### config.mk
export PLATFORM = sky130hd
export DESIGN_NAME = cbs_smbus_top
export DESIGN_NICKNAME = d
export VERILOG_FILES = /design/src/logic/cbs_pkg.sv /design/src/logic/cbs_smbus_top.sv /design/src/logic/cbs_sync.sv /design/src/logic/cbs_out_ctrl.sv
export SDC_FILE = /design/constraint.sdc
export NUM_CORES = 1
export LEC_CHECK = 0
export ABC_AREA = 1
export BUFFER_PORTS_ARGS = -buffer_cell sky130_fd_sc_hd__buf_2
export CORE_MARGIN = 5
export CORE_UTILIZATION = 62
export CTS_CLUSTER_DIAMETER = 50
export DETAILED_ROUTE_END_ITERATION = 6
export GPL_TIMING_DRIVEN = 0
export PLACE_DENSITY = 0.9
export SYNTH_ARGS = -nofsm -noshare
export SYNTH_HDL_FRONTEND = slang
export SYNTH_SLANG_ARGS = --single-unit
### constraint.sdc
create_clock -name clk -period 3.6 [get_ports clk]
set_input_delay 0 -clock clk [delete_from_list [all_inputs] [get_ports clk]]
set_output_delay 0 -clock clk [all_outputs]
set_load 0.005 [all_outputs]
### src/logic/cbs_pkg.sv
// shared constants, field layouts and carrier types for the clock buffer control block
package cbs_pkg;

  // ************************************************************
  // management bus target
  // ************************************************************
  localparam logic [6:0] TARGET_ADDR = 7'h6e;
  localparam logic [7:0] READ_BYTE_COUNT = 8'h05;
  localparam logic [3:0] BITS_PER_BYTE = 4'h8;

  // ************************************************************
  // register indexes
  // ************************************************************
  localparam logic [7:0] IDX_MODE = 8'h00;
  localparam logic [7:0] IDX_ENABLE = 8'h01;
  localparam logic [7:0] IDX_STOP = 8'h02;
  localparam logic [7:0] IDX_SPARE = 8'h03;
  localparam logic [7:0] IDX_MAKER = 8'h04;

  // ************************************************************
  // values after reset and writable-bit masks
  // ************************************************************
  localparam logic [7:0] MODE_RST = 8'h07;
  localparam logic [7:0] ENABLE_RST = 8'h66;
  localparam logic [7:0] STOP_RST = 8'h00;
  localparam logic [7:0] SPARE_RST = 8'h00;
  localparam logic [7:0] MODE_MASK = 8'hc7;
  localparam logic [7:0] PAIR_MASK = 8'h66;
  localparam logic [7:0] SPARE_MASK = 8'hff;

  // ************************************************************
  // field positions in the output mode register
  // ************************************************************
  localparam int MODE_NORMAL_BIT = 0;
  localparam int MODE_PLL_BIT = 1;
  localparam int MODE_BW_LOW_BIT = 2;
  localparam int MODE_STOP_TRI_BIT = 6;
  localparam int MODE_PD_TRI_BIT = 7;

  // ************************************************************
  // carrier types
  // ************************************************************
  // control pins as seen at the device boundary
  typedef struct packed {
    logic control_polarity_invert;
    logic oe_first;
    logic oe_last;
    logic clock_stop_n;
    logic power_down_n;
    logic pll_bandwidth_select_n;
    logic pll_mode_select;
  } cbs_pins_t;

  // register contents that steer the outputs
  typedef struct packed {
    logic [7:0] mode;
    logic [7:0] enable;
    logic [7:0] stop;
  } cbs_cfg_t;

  // per-pair output stage control, bit i is pair i
  typedef struct packed {
    logic [3:0] run;
    logic [3:0] true_high;
    logic [3:0] true_oe_n;
  } cbs_pair_ctrl_t;

  // pair fields sit at bits 1, 2, 5 and 6 of a register
  function automatic logic [3:0] pair_bits(input logic [7:0] v);
    pair_bits = {v[6], v[5], v[2], v[1]};
  endfunction

endpackage

### src/logic/cbs_smbus_top.sv
// management bus target and register file of the four-pair clock buffer
`timescale 1ns/1ns

module cbs_smbus_top #(
  // arbitrary neutral identity value
  parameter logic [7:0] MAKER_ID = 8'h5a
) (
  // clock and reset
  input wire logic clk,
  input wire logic reset,
  // management bus
  input wire logic scl,
  input wire logic sda_in,
  output logic sda_out,
  output logic sda_oe_n,
  // control pins
  input cbs_pkg::cbs_pins_t pins,
  // output stage control
  output cbs_pkg::cbs_pair_ctrl_t pair_ctrl,
  output logic normal_freq,
  output logic pll_mode,
  output logic bw_low
);

  // ************************************************************
  // declarations
  // ************************************************************
  typedef enum logic [2:0] {
    ST_IDLE,
    ST_ADDR,
    ST_ADDR_ACK,
    ST_RX,
    ST_RX_ACK,
    ST_TX,
    ST_TX_ACK
  } cbs_state_t;

  cbs_state_t state_q;
  logic scl_s;
  logic sda_s;
  logic scl_p_q;
  logic sda_p_q;
  logic scl_rise;
  logic scl_fall;
  logic start_seen;
  logic stop_seen;
  logic byte_done;
  logic [3:0] bit_cnt_q;
  logic [7:0] shift_q;
  logic read_q;
  logic [1:0] byte_no_q;
  logic [7:0] index_q;
  logic [7:0] remain_q;
  logic acked_q;
  logic host_ack_q;
  logic sda_oe_n_q;
  logic wr_en;
  logic [7:0] tx_byte;
  logic [7:0] tx_next;
  logic [7:0] mode_q;
  logic [7:0] enable_q;
  logic [7:0] stop_q;
  logic [7:0] spare_q;
  cbs_pkg::cbs_pins_t pins_s;
  cbs_pkg::cbs_cfg_t cfg;

  // register read mux; unmapped indexes read as zero
  function automatic logic [7:0] rd_reg(input logic [7:0] idx);
    case (idx)
      cbs_pkg::IDX_MODE: rd_reg = mode_q;
      cbs_pkg::IDX_ENABLE: rd_reg = enable_q;
      cbs_pkg::IDX_STOP: rd_reg = stop_q;
      cbs_pkg::IDX_SPARE: rd_reg = spare_q;
      cbs_pkg::IDX_MAKER: rd_reg = MAKER_ID;
      default: rd_reg = 8'h00;
    endcase
  endfunction

  // ************************************************************
  // input synchronisers
  // ************************************************************
  // bus lines idle high, so they reset high to avoid a false start
  cbs_sync #(
    .W(2),
    .RST_VAL(2'h3)
  ) u_bus_sync (
    .clk(clk),
    .reset(reset),
    .din({scl, sda_in}),
    .dout({scl_s, sda_s})
  );

  cbs_sync #(
    .W($bits(cbs_pkg::cbs_pins_t)),
    .RST_VAL('0)
  ) u_pin_sync (
    .clk(clk),
    .reset(reset),
    .din(pins),
    .dout(pins_s)
  );

  // ************************************************************
  // bus event detection
  // ************************************************************
  // previous samples of the synchronised lines
  always_ff @(posedge clk or posedge reset)
  begin
    if (reset)
    begin
      scl_p_q <= 1'b1;
      sda_p_q <= 1'b1;
    end
    else
    begin
      scl_p_q <= scl_s;
      sda_p_q <= sda_s;
    end
  end

  // start and stop are data edges while the clock line is high
  always_comb
  begin
    scl_rise = scl_s & ~scl_p_q;
    scl_fall = ~scl_s & scl_p_q;
    start_seen = scl_s & scl_p_q & sda_p_q & ~sda_s;
    stop_seen = scl_s & scl_p_q & ~sda_p_q & sda_s;
    byte_done = scl_fall & (bit_cnt_q == cbs_pkg::BITS_PER_BYTE);
    // data bytes past the announced count are refused
    wr_en = (state_q == ST_RX) && byte_done && (byte_no_q == 2'h2)
      && (remain_q != 8'h00);
    tx_byte = (byte_no_q == 2'h0) ? cbs_pkg::READ_BYTE_COUNT : rd_reg(index_q);
    // byte after an acknowledge; only a data byte moves the index on
    tx_next = rd_reg(index_q + {7'h00, byte_no_q == 2'h3});
  end

  // ************************************************************
  // protocol engine
  // ************************************************************
  // the engine only ever pulls the data line; the clock is an input
  always_ff @(posedge clk or posedge reset)
  begin
    if (reset)
    begin
      state_q <= ST_IDLE;
      bit_cnt_q <= 4'h0;
      shift_q <= 8'h00;
      read_q <= 1'b0;
      byte_no_q <= 2'h0;
      index_q <= 8'h00;
      remain_q <= 8'h00;
      acked_q <= 1'b0;
      host_ack_q <= 1'b0;
      sda_oe_n_q <= 1'b1;
    end
    else if (start_seen)
    begin
      // a repeated start also lands here and keeps the index
      state_q <= ST_ADDR;
      bit_cnt_q <= 4'h0;
      sda_oe_n_q <= 1'b1;
    end
    else if (stop_seen)
    begin
      state_q <= ST_IDLE;
      sda_oe_n_q <= 1'b1;
    end
    else
    begin
      case (state_q)
        ST_ADDR, ST_RX:
        begin
          if (scl_rise)
          begin
            shift_q <= {shift_q[6:0], sda_s};
            bit_cnt_q <= bit_cnt_q + 4'h1;
          end
          else if (byte_done && state_q == ST_ADDR)
          begin
            if (shift_q[7:1] == cbs_pkg::TARGET_ADDR)
            begin
              state_q <= ST_ADDR_ACK;
              read_q <= shift_q[0];
              byte_no_q <= 2'h0;
              sda_oe_n_q <= 1'b0;
            end
            else
            begin
              state_q <= ST_IDLE;
            end
          end
          else if (byte_done)
          begin
            state_q <= ST_RX_ACK;
            case (byte_no_q)
              2'h0:
              begin
                index_q <= shift_q;
                byte_no_q <= 2'h1;
                acked_q <= 1'b1;
                sda_oe_n_q <= 1'b0;
              end
              2'h1:
              begin
                remain_q <= shift_q;
                byte_no_q <= 2'h2;
                acked_q <= 1'b1;
                sda_oe_n_q <= 1'b0;
              end
              default:
              begin
                acked_q <= wr_en;
                sda_oe_n_q <= ~wr_en;
                if (wr_en)
                begin
                  remain_q <= remain_q - 8'h01;
                  index_q <= index_q + 8'h01;
                end
              end
            endcase
          end
        end
        ST_ADDR_ACK:
        begin
          if (scl_fall && read_q)
          begin
            // first read byte is the count, then registers from the index
            state_q <= ST_TX;
            sda_oe_n_q <= tx_byte[7];
            shift_q <= {tx_byte[6:0], 1'b0};
            bit_cnt_q <= 4'h1;
            byte_no_q <= 2'h2;
          end
          else if (scl_fall)
          begin
            state_q <= ST_RX;
            bit_cnt_q <= 4'h0;
            sda_oe_n_q <= 1'b1;
          end
        end
        ST_RX_ACK:
        begin
          if (scl_fall)
          begin
            // a refused byte ends our part in the transfer
            state_q <= acked_q ? ST_RX : ST_IDLE;
            bit_cnt_q <= 4'h0;
            sda_oe_n_q <= 1'b1;
          end
        end
        ST_TX:
        begin
          if (byte_done)
          begin
            state_q <= ST_TX_ACK;
            sda_oe_n_q <= 1'b1;
          end
          else if (scl_fall)
          begin
            sda_oe_n_q <= shift_q[7];
            shift_q <= {shift_q[6:0], 1'b0};
            bit_cnt_q <= bit_cnt_q + 4'h1;
          end
        end
        ST_TX_ACK:
        begin
          if (scl_rise)
          begin
            host_ack_q <= ~sda_s;
            if (sda_s)
            begin
              state_q <= ST_IDLE;
            end
          end
          else if (scl_fall && host_ack_q)
          begin
            // the count byte does not advance the index
            if (byte_no_q == 2'h3)
            begin
              index_q <= index_q + 8'h01;
            end
            state_q <= ST_TX;
            sda_oe_n_q <= tx_next[7];
            shift_q <= {tx_next[6:0], 1'b0};
            bit_cnt_q <= 4'h1;
            byte_no_q <= 2'h3;
            host_ack_q <= 1'b0;
          end
        end
        default:
        begin
          state_q <= ST_IDLE;
          sda_oe_n_q <= 1'b1;
        end
      endcase
    end
  end

  // ************************************************************
  // register file
  // ************************************************************
  // reserved bits never store, so they read back zero
  always_ff @(posedge clk or posedge reset)
  begin
    if (reset)
    begin
      mode_q <= cbs_pkg::MODE_RST;
      enable_q <= cbs_pkg::ENABLE_RST;
      stop_q <= cbs_pkg::STOP_RST;
      spare_q <= cbs_pkg::SPARE_RST;
    end
    else if (wr_en)
    begin
      case (index_q)
        cbs_pkg::IDX_MODE: mode_q <= shift_q & cbs_pkg::MODE_MASK;
        cbs_pkg::IDX_ENABLE: enable_q <= shift_q & cbs_pkg::PAIR_MASK;
        cbs_pkg::IDX_STOP: stop_q <= shift_q & cbs_pkg::PAIR_MASK;
        cbs_pkg::IDX_SPARE: spare_q <= shift_q & cbs_pkg::SPARE_MASK;
        default: spare_q <= spare_q;
      endcase
    end
  end

  // ************************************************************
  // output control
  // ************************************************************
  always_comb
  begin
    cfg.mode = mode_q;
    cfg.enable = enable_q;
    cfg.stop = stop_q;
  end

  cbs_out_ctrl u_out (
    .clk(clk),
    .reset(reset),
    .cfg(cfg),
    .pins(pins_s),
    .pair_q(pair_ctrl),
    .normal_freq_q(normal_freq),
    .pll_mode_q(pll_mode),
    .bw_low_q(bw_low)
  );

  // open-drain data line: only ever pulled low
  assign sda_out = 1'b0;
  assign sda_oe_n = sda_oe_n_q;

endmodule

### src/logic/cbs_sync.sv
// two-stage synchroniser for levels arriving from outside the clock domain
`timescale 1ns/1ns
module cbs_sync #(
  parameter int W = 1,
  parameter logic [W-1:0] RST_VAL = '0
) (
  // clock and reset
  input wire logic clk,
  input wire logic reset,
  // levels
  input wire logic [W-1:0] din,
  output logic [W-1:0] dout
);

  logic [W-1:0] meta_q;

  // first stage is read only by the second
  always_ff @(posedge clk or posedge reset)
  begin
    if (reset)
    begin
      meta_q <= RST_VAL;
      dout <= RST_VAL;
    end
    else
    begin
      meta_q <= din;
      dout <= meta_q;
    end
  end

endmodule

### src/logic/cbs_out_ctrl.sv
// combines control pins with register settings into per-pair output control
`timescale 1ns/1ns
module cbs_out_ctrl (
  // clock and reset
  input wire logic clk,
  input wire logic reset,
  // settings
  input cbs_pkg::cbs_cfg_t cfg,
  input cbs_pkg::cbs_pins_t pins,
  // output stage control
  output cbs_pkg::cbs_pair_ctrl_t pair_q,
  output logic normal_freq_q,
  output logic pll_mode_q,
  output logic bw_low_q
);

  logic oe_first;
  logic oe_last;
  logic stop_on;
  logic pd_on;
  logic [3:0] enabled;
  logic [3:0] stopped;

  // ************************************************************
  // pin sense and per-pair conditions
  // ************************************************************
  always_comb
  begin
    oe_first = pins.oe_first ^ pins.control_polarity_invert;
    oe_last = pins.oe_last ^ pins.control_polarity_invert;
    stop_on = ~(pins.clock_stop_n ^ pins.control_polarity_invert);
    pd_on = ~(pins.power_down_n ^ pins.control_polarity_invert);
    // only pairs 0 and 3 have a pin gate
    enabled = cbs_pkg::pair_bits(cfg.enable) & {oe_last, 1'b1, 1'b1, oe_first};
    stopped = cbs_pkg::pair_bits(cfg.stop) & {4{stop_on}};
  end

  // ************************************************************
  // output stage state
  // ************************************************************
  // power-down outranks disable, which outranks stop
  always_ff @(posedge clk or posedge reset)
  begin
    if (reset)
    begin
      pair_q <= '0;
    end
    else if (pd_on)
    begin
      pair_q.run <= 4'h0;
      pair_q.true_high <= 4'hf;
      pair_q.true_oe_n <= {4{cfg.mode[cbs_pkg::MODE_PD_TRI_BIT]}};
    end
    else
    begin
      pair_q.run <= enabled & ~stopped;
      pair_q.true_high <= enabled & stopped;
      pair_q.true_oe_n <= enabled & stopped & {4{cfg.mode[cbs_pkg::MODE_STOP_TRI_BIT]}};
    end
  end

  // global mode selections; PLL mode and low bandwidth need both a pin and its register bit to allow, normal frequency follows its register bit alone
  always_ff @(posedge clk or posedge reset)
  begin
    if (reset)
    begin
      normal_freq_q <= 1'b1;
      pll_mode_q <= 1'b1;
      bw_low_q <= 1'b1;
    end
    else
    begin
      normal_freq_q <= cfg.mode[cbs_pkg::MODE_NORMAL_BIT];
      pll_mode_q <= cfg.mode[cbs_pkg::MODE_PLL_BIT] & pins.pll_mode_select;
      bw_low_q <= cfg.mode[cbs_pkg::MODE_BW_LOW_BIT] & pins.pll_bandwidth_select_n;
    end
  end

endmodule

==> summary.md <==
| Metric | Value |
|---|---|
| Ports | `28` |
| Tcrit/Tclk final | `71.23%` |
| Clock Latency Late Sink | `0.37 ns` |
| NetSw | `1.750 mW` |
| Final hold vios | `0` |
| TritonCTS clock tree | `yes` |
| Ys async rst share | `100.0%` |
| Data arrival, critical path | `2.87 ns` |
| CP peak stage delay | `0.48 ns` |
| Syn_nets | `720` |
| Fin util | `70.92%` |
| Leading cell types in the layout, fill and taps excluded | `nand2_1 (195), dfrtp_1 (76), nor2_1 (69)` |
| Ys flop type | `dfrtp_1` |
| CTS Root Cell | `clkbuf_8` |
| Unrepaired setup endpoints after global routing | `no` |
| Post-CTS setup buffers | `0` |
| ANT cells | `0` |
| CP max-delay cell | `dfrtp_1` |
| Setup TNS | `0 ns` |
| Power Internal | `1.995 mW` |
| Layout cells sized above 1 | `15.45%` |
| Cell variety after synth | `43` |
| WS Path Type | `reg -> reg` |
| Mapped Area | `5276 sq um` |
| GPL Wtd Cong | `0.9540` |
| Max Cap Viol | `0` |
| Drt total wl | `14170 um` |
| CTS Buf Count | `9` |
| Hold Path Class | `in -> async` |
| Crit path time final | `2.564 ns` |
| First-pass DRT Iterations | `6` |
| Core Region | `8258 sq um` |
| Initial Utilization | `63.89%` |
| Placement Rows | `33` |
| Number of flops mapped to enable cells by yosys | `0` |
| Most common cell after layout, fill and taps aside | `nand2_1` |
| Largest net degree at the start of global routing | `64` |
| H-tree depth | `3` |
| Initial antenna violation count | `0` |
| Endpoints failing setup | `0` |
| Crit Path Max Fanout | `7` |
| Die H | `102.3 um` |
| Sequential area share after synthesis | `44.51%` |
| Worst setup SP type | `flip-flop` |
| Fillers | `652` |
| DRT iter0 DRCs | `514` |
| Hold Slack | `0.1599 ns` |
| Clk network pwr share | `18.2%` |
| Routed WL per cell | `16.56 um` |
| Comb power frac | `46.1%` |
| Sw Share | `46.74%` |
| PD cells | `639.4 nW/um^2` |
| Setup Skew | `0.01781 ns` |
| Mean post-synth cell area | `7.559 sq um` |
| First-pass GRT wire length | `23470 um` |
| Global route overflow | `0` |
| Seq pwr share | `35.6%` |
| # nets final | `768` |
| Multi-input gate area | `2540 sq um` |
| IO Port Bufs | `26` |
| Via-to-Cell Ratio | `5.904` |
| Clk buf depth | `2` |
| Lkg Pwr | `2.869 nW` |
| Register Area | `2349 sq um` |
| Hpwl dp | `10470 um` |
| Clk slew on worst S/H paths | `0.10 ns` |
| Final Max Slew Viols | `0` |
| Die area | `10460 sq um` |
| Fin cells | `856` |
| Detailed-route DRC error count | `0` |
| Run status | `finished clean` |
| Placed cell count | `830` |
| CTS sink cnt | `93` |
| Area growth from synthesis to layout | `11.00%` |
| Most common cell on crit path | `nand2_1` |
| Total Routing Usage GR | `28.54%` |
| Antenna viol nets, final | `0` |
| CP Capture Type | `flip-flop` |
| Worst vdd ir | `0.3884 mV` |
| Crit-path cells | `nand2_1, inv_1, ha_1, ha_1, nand2_1, nand2_1, nand3_1, nor2_1, nand4_1, nand2_1, inv_1, nand2_1, nand2_1, nand2_1, nand2_1, nand2_1` |
| Yosys warns | `0` |
| WP data required | `3.91 ns` |
| FMAX | `390.0 MHz` |
| Die W | `102.3 um` |
| Vias | `5054` |
| Post-Synthesis Cells | `698` |
| Synth Register Bits | `93` |
| Vias in the first global route | `4989` |
final timing paths:
| path | from | endpoint | slack (ns) | cells past startpoint |
|---|---|---|---|---|
| setup / recovery | byte_no_q[1] | shift_q[7] | 1.04 | 16 |
| min in group clk | pins[0] | u_pin_sync.meta_q[0] | 0.27 | 2 |
| hold / removal | reset | index_q[0] | 0.16 | 3 |
| max in group asynchronous | reset | sda_oe_n | 2.75 | 4 |
| hold reg to reg | u_pin_sync.meta_q[3] | u_pin_sync.dout[3] | 0.36 | 0 |
| setup reg to reg | byte_no_q[1] | shift_q[7] | 1.04 | 16 |
cells in the mapped netlist (3+ instances only):
| cell | number | area, sq um |
|---|---|---|
| nand2_1 | 195 | 732.0 |
| buf_4 | 4 | 30.03 |
| o21ai_1 | 28 | 140.1 |
| nor2_4 | 5 | 56.30 |
| nor3_1 | 10 | 50.05 |
| nor2_1 | 69 | 259.0 |
| o22ai_1 | 4 | 25.02 |
| inv_2 | 16 | 60.06 |
| nor2_2 | 7 | 43.79 |
| o211ai_1 | 8 | 60.06 |
| ha_1 | 11 | 137.6 |
| o21ai_0 | 47 | 235.2 |
| dfstp_2 | 17 | 446.7 |
| inv_1 | 66 | 247.7 |
| buf_2 | 7 | 35.03 |
| nand2_2 | 4 | 25.02 |
| nand4_1 | 15 | 93.84 |
| nor4_1 | 3 | 18.77 |
| dfrtp_1 | 76 | 1902 |
| a21oi_1 | 25 | 125.1 |
| or2_2 | 3 | 18.77 |
| xor2_1 | 10 | 87.58 |
| nand3_1 | 44 | 220.2 |
state kept, by name (all words and copies together), names as in the netlist, 2 cells and up:
signal             cells
u_out.pair_q          12
index_q                8
remain_q               8
shift_q                8
spare_q                8
u_pin_sync.dout        7
u_pin_sync.meta_q      7
mode_q                 5
bit_cnt_q              4
enable_q               4
stop_q                 4
state_q                3
byte_no_q              2
u_bus_sync.dout        2
u_bus_sync.meta_q      2
power groups by stage:
stage	sequential [mW]	clock (mW)	combinational [mW]
3_3_place_gp	1.34	0	1.59
5_1_grt	1.35	0.718	1.91
3_5_place_dp	1.35	0	1.67
2_1_floorplan	1.31	0	1.26
6_report	1.33	0.683	1.73
4_1_cts	1.33	0.687	1.69
critical path, delay by kind of cell (launching register included):
| kind | cells | cell delay (ns) |
|---|---|---|
| flops | 1 | 0.48 |
| buf+inv | 2 | 0.17 |
| fa+ha+maj | 2 | 0.39 |
| simple gates | 12 | 1.48 |
cell families (layout without fill, tap and decap cells):
kind of cell    after synthesis  after routing  share of synthesized area (%)
simple gates                365            365                          30.92
compound gates              119            119                          12.17
buf+inv                      95            148                          7.351
flops                        93             93                          44.51
xor+xnor                     12             12                          1.992
fa+ha+maj                    11             11                          2.608
mux                           2              2                         0.3794
other cells                   1              1                        0.07107
layout make-up:
class	instances	area share [%]
Buffer	13	1.367
Clock buffer	9	2.115
Clock inverter	7	1.111
Inverter	82	5.298
Multi-Input combinational cell	510	43.37
Sequential cell	93	40.10
Tap cell	105	2.243
Timing Repair Buffer	37	4.401
metal layers:
layer,track usage (%),share of wire [%],up-vias
li1,-,-,2364
met1,37.24,42,2404
met2,47.28,48,237
met3,4.573,7.2,49
met4,12.21,3.1,0
met5,0,0,-
per-stage QoR:
stage | instance area, sq um | total power, mW | worst slack (ns)
5_1_grt | 5857 | 3.976 | 0.8394
6_report | 5857 | 3.745 | 1.036
3_5_place_dp | 5568 | 3.020 | 1.155
2_1_floorplan | 5276 | 2.565 | 1.208
4_1_cts | 5857 | 3.708 | 1.132
3_3_place_gp | 5538 | 2.922 | 0.3014
repair_timing:
item                      CTS  global route
resized for setup           0             0
hold buffers               10             0
hold endpoints to repair   39             0
No activity file was read; power rests on OpenSTA's default activity.
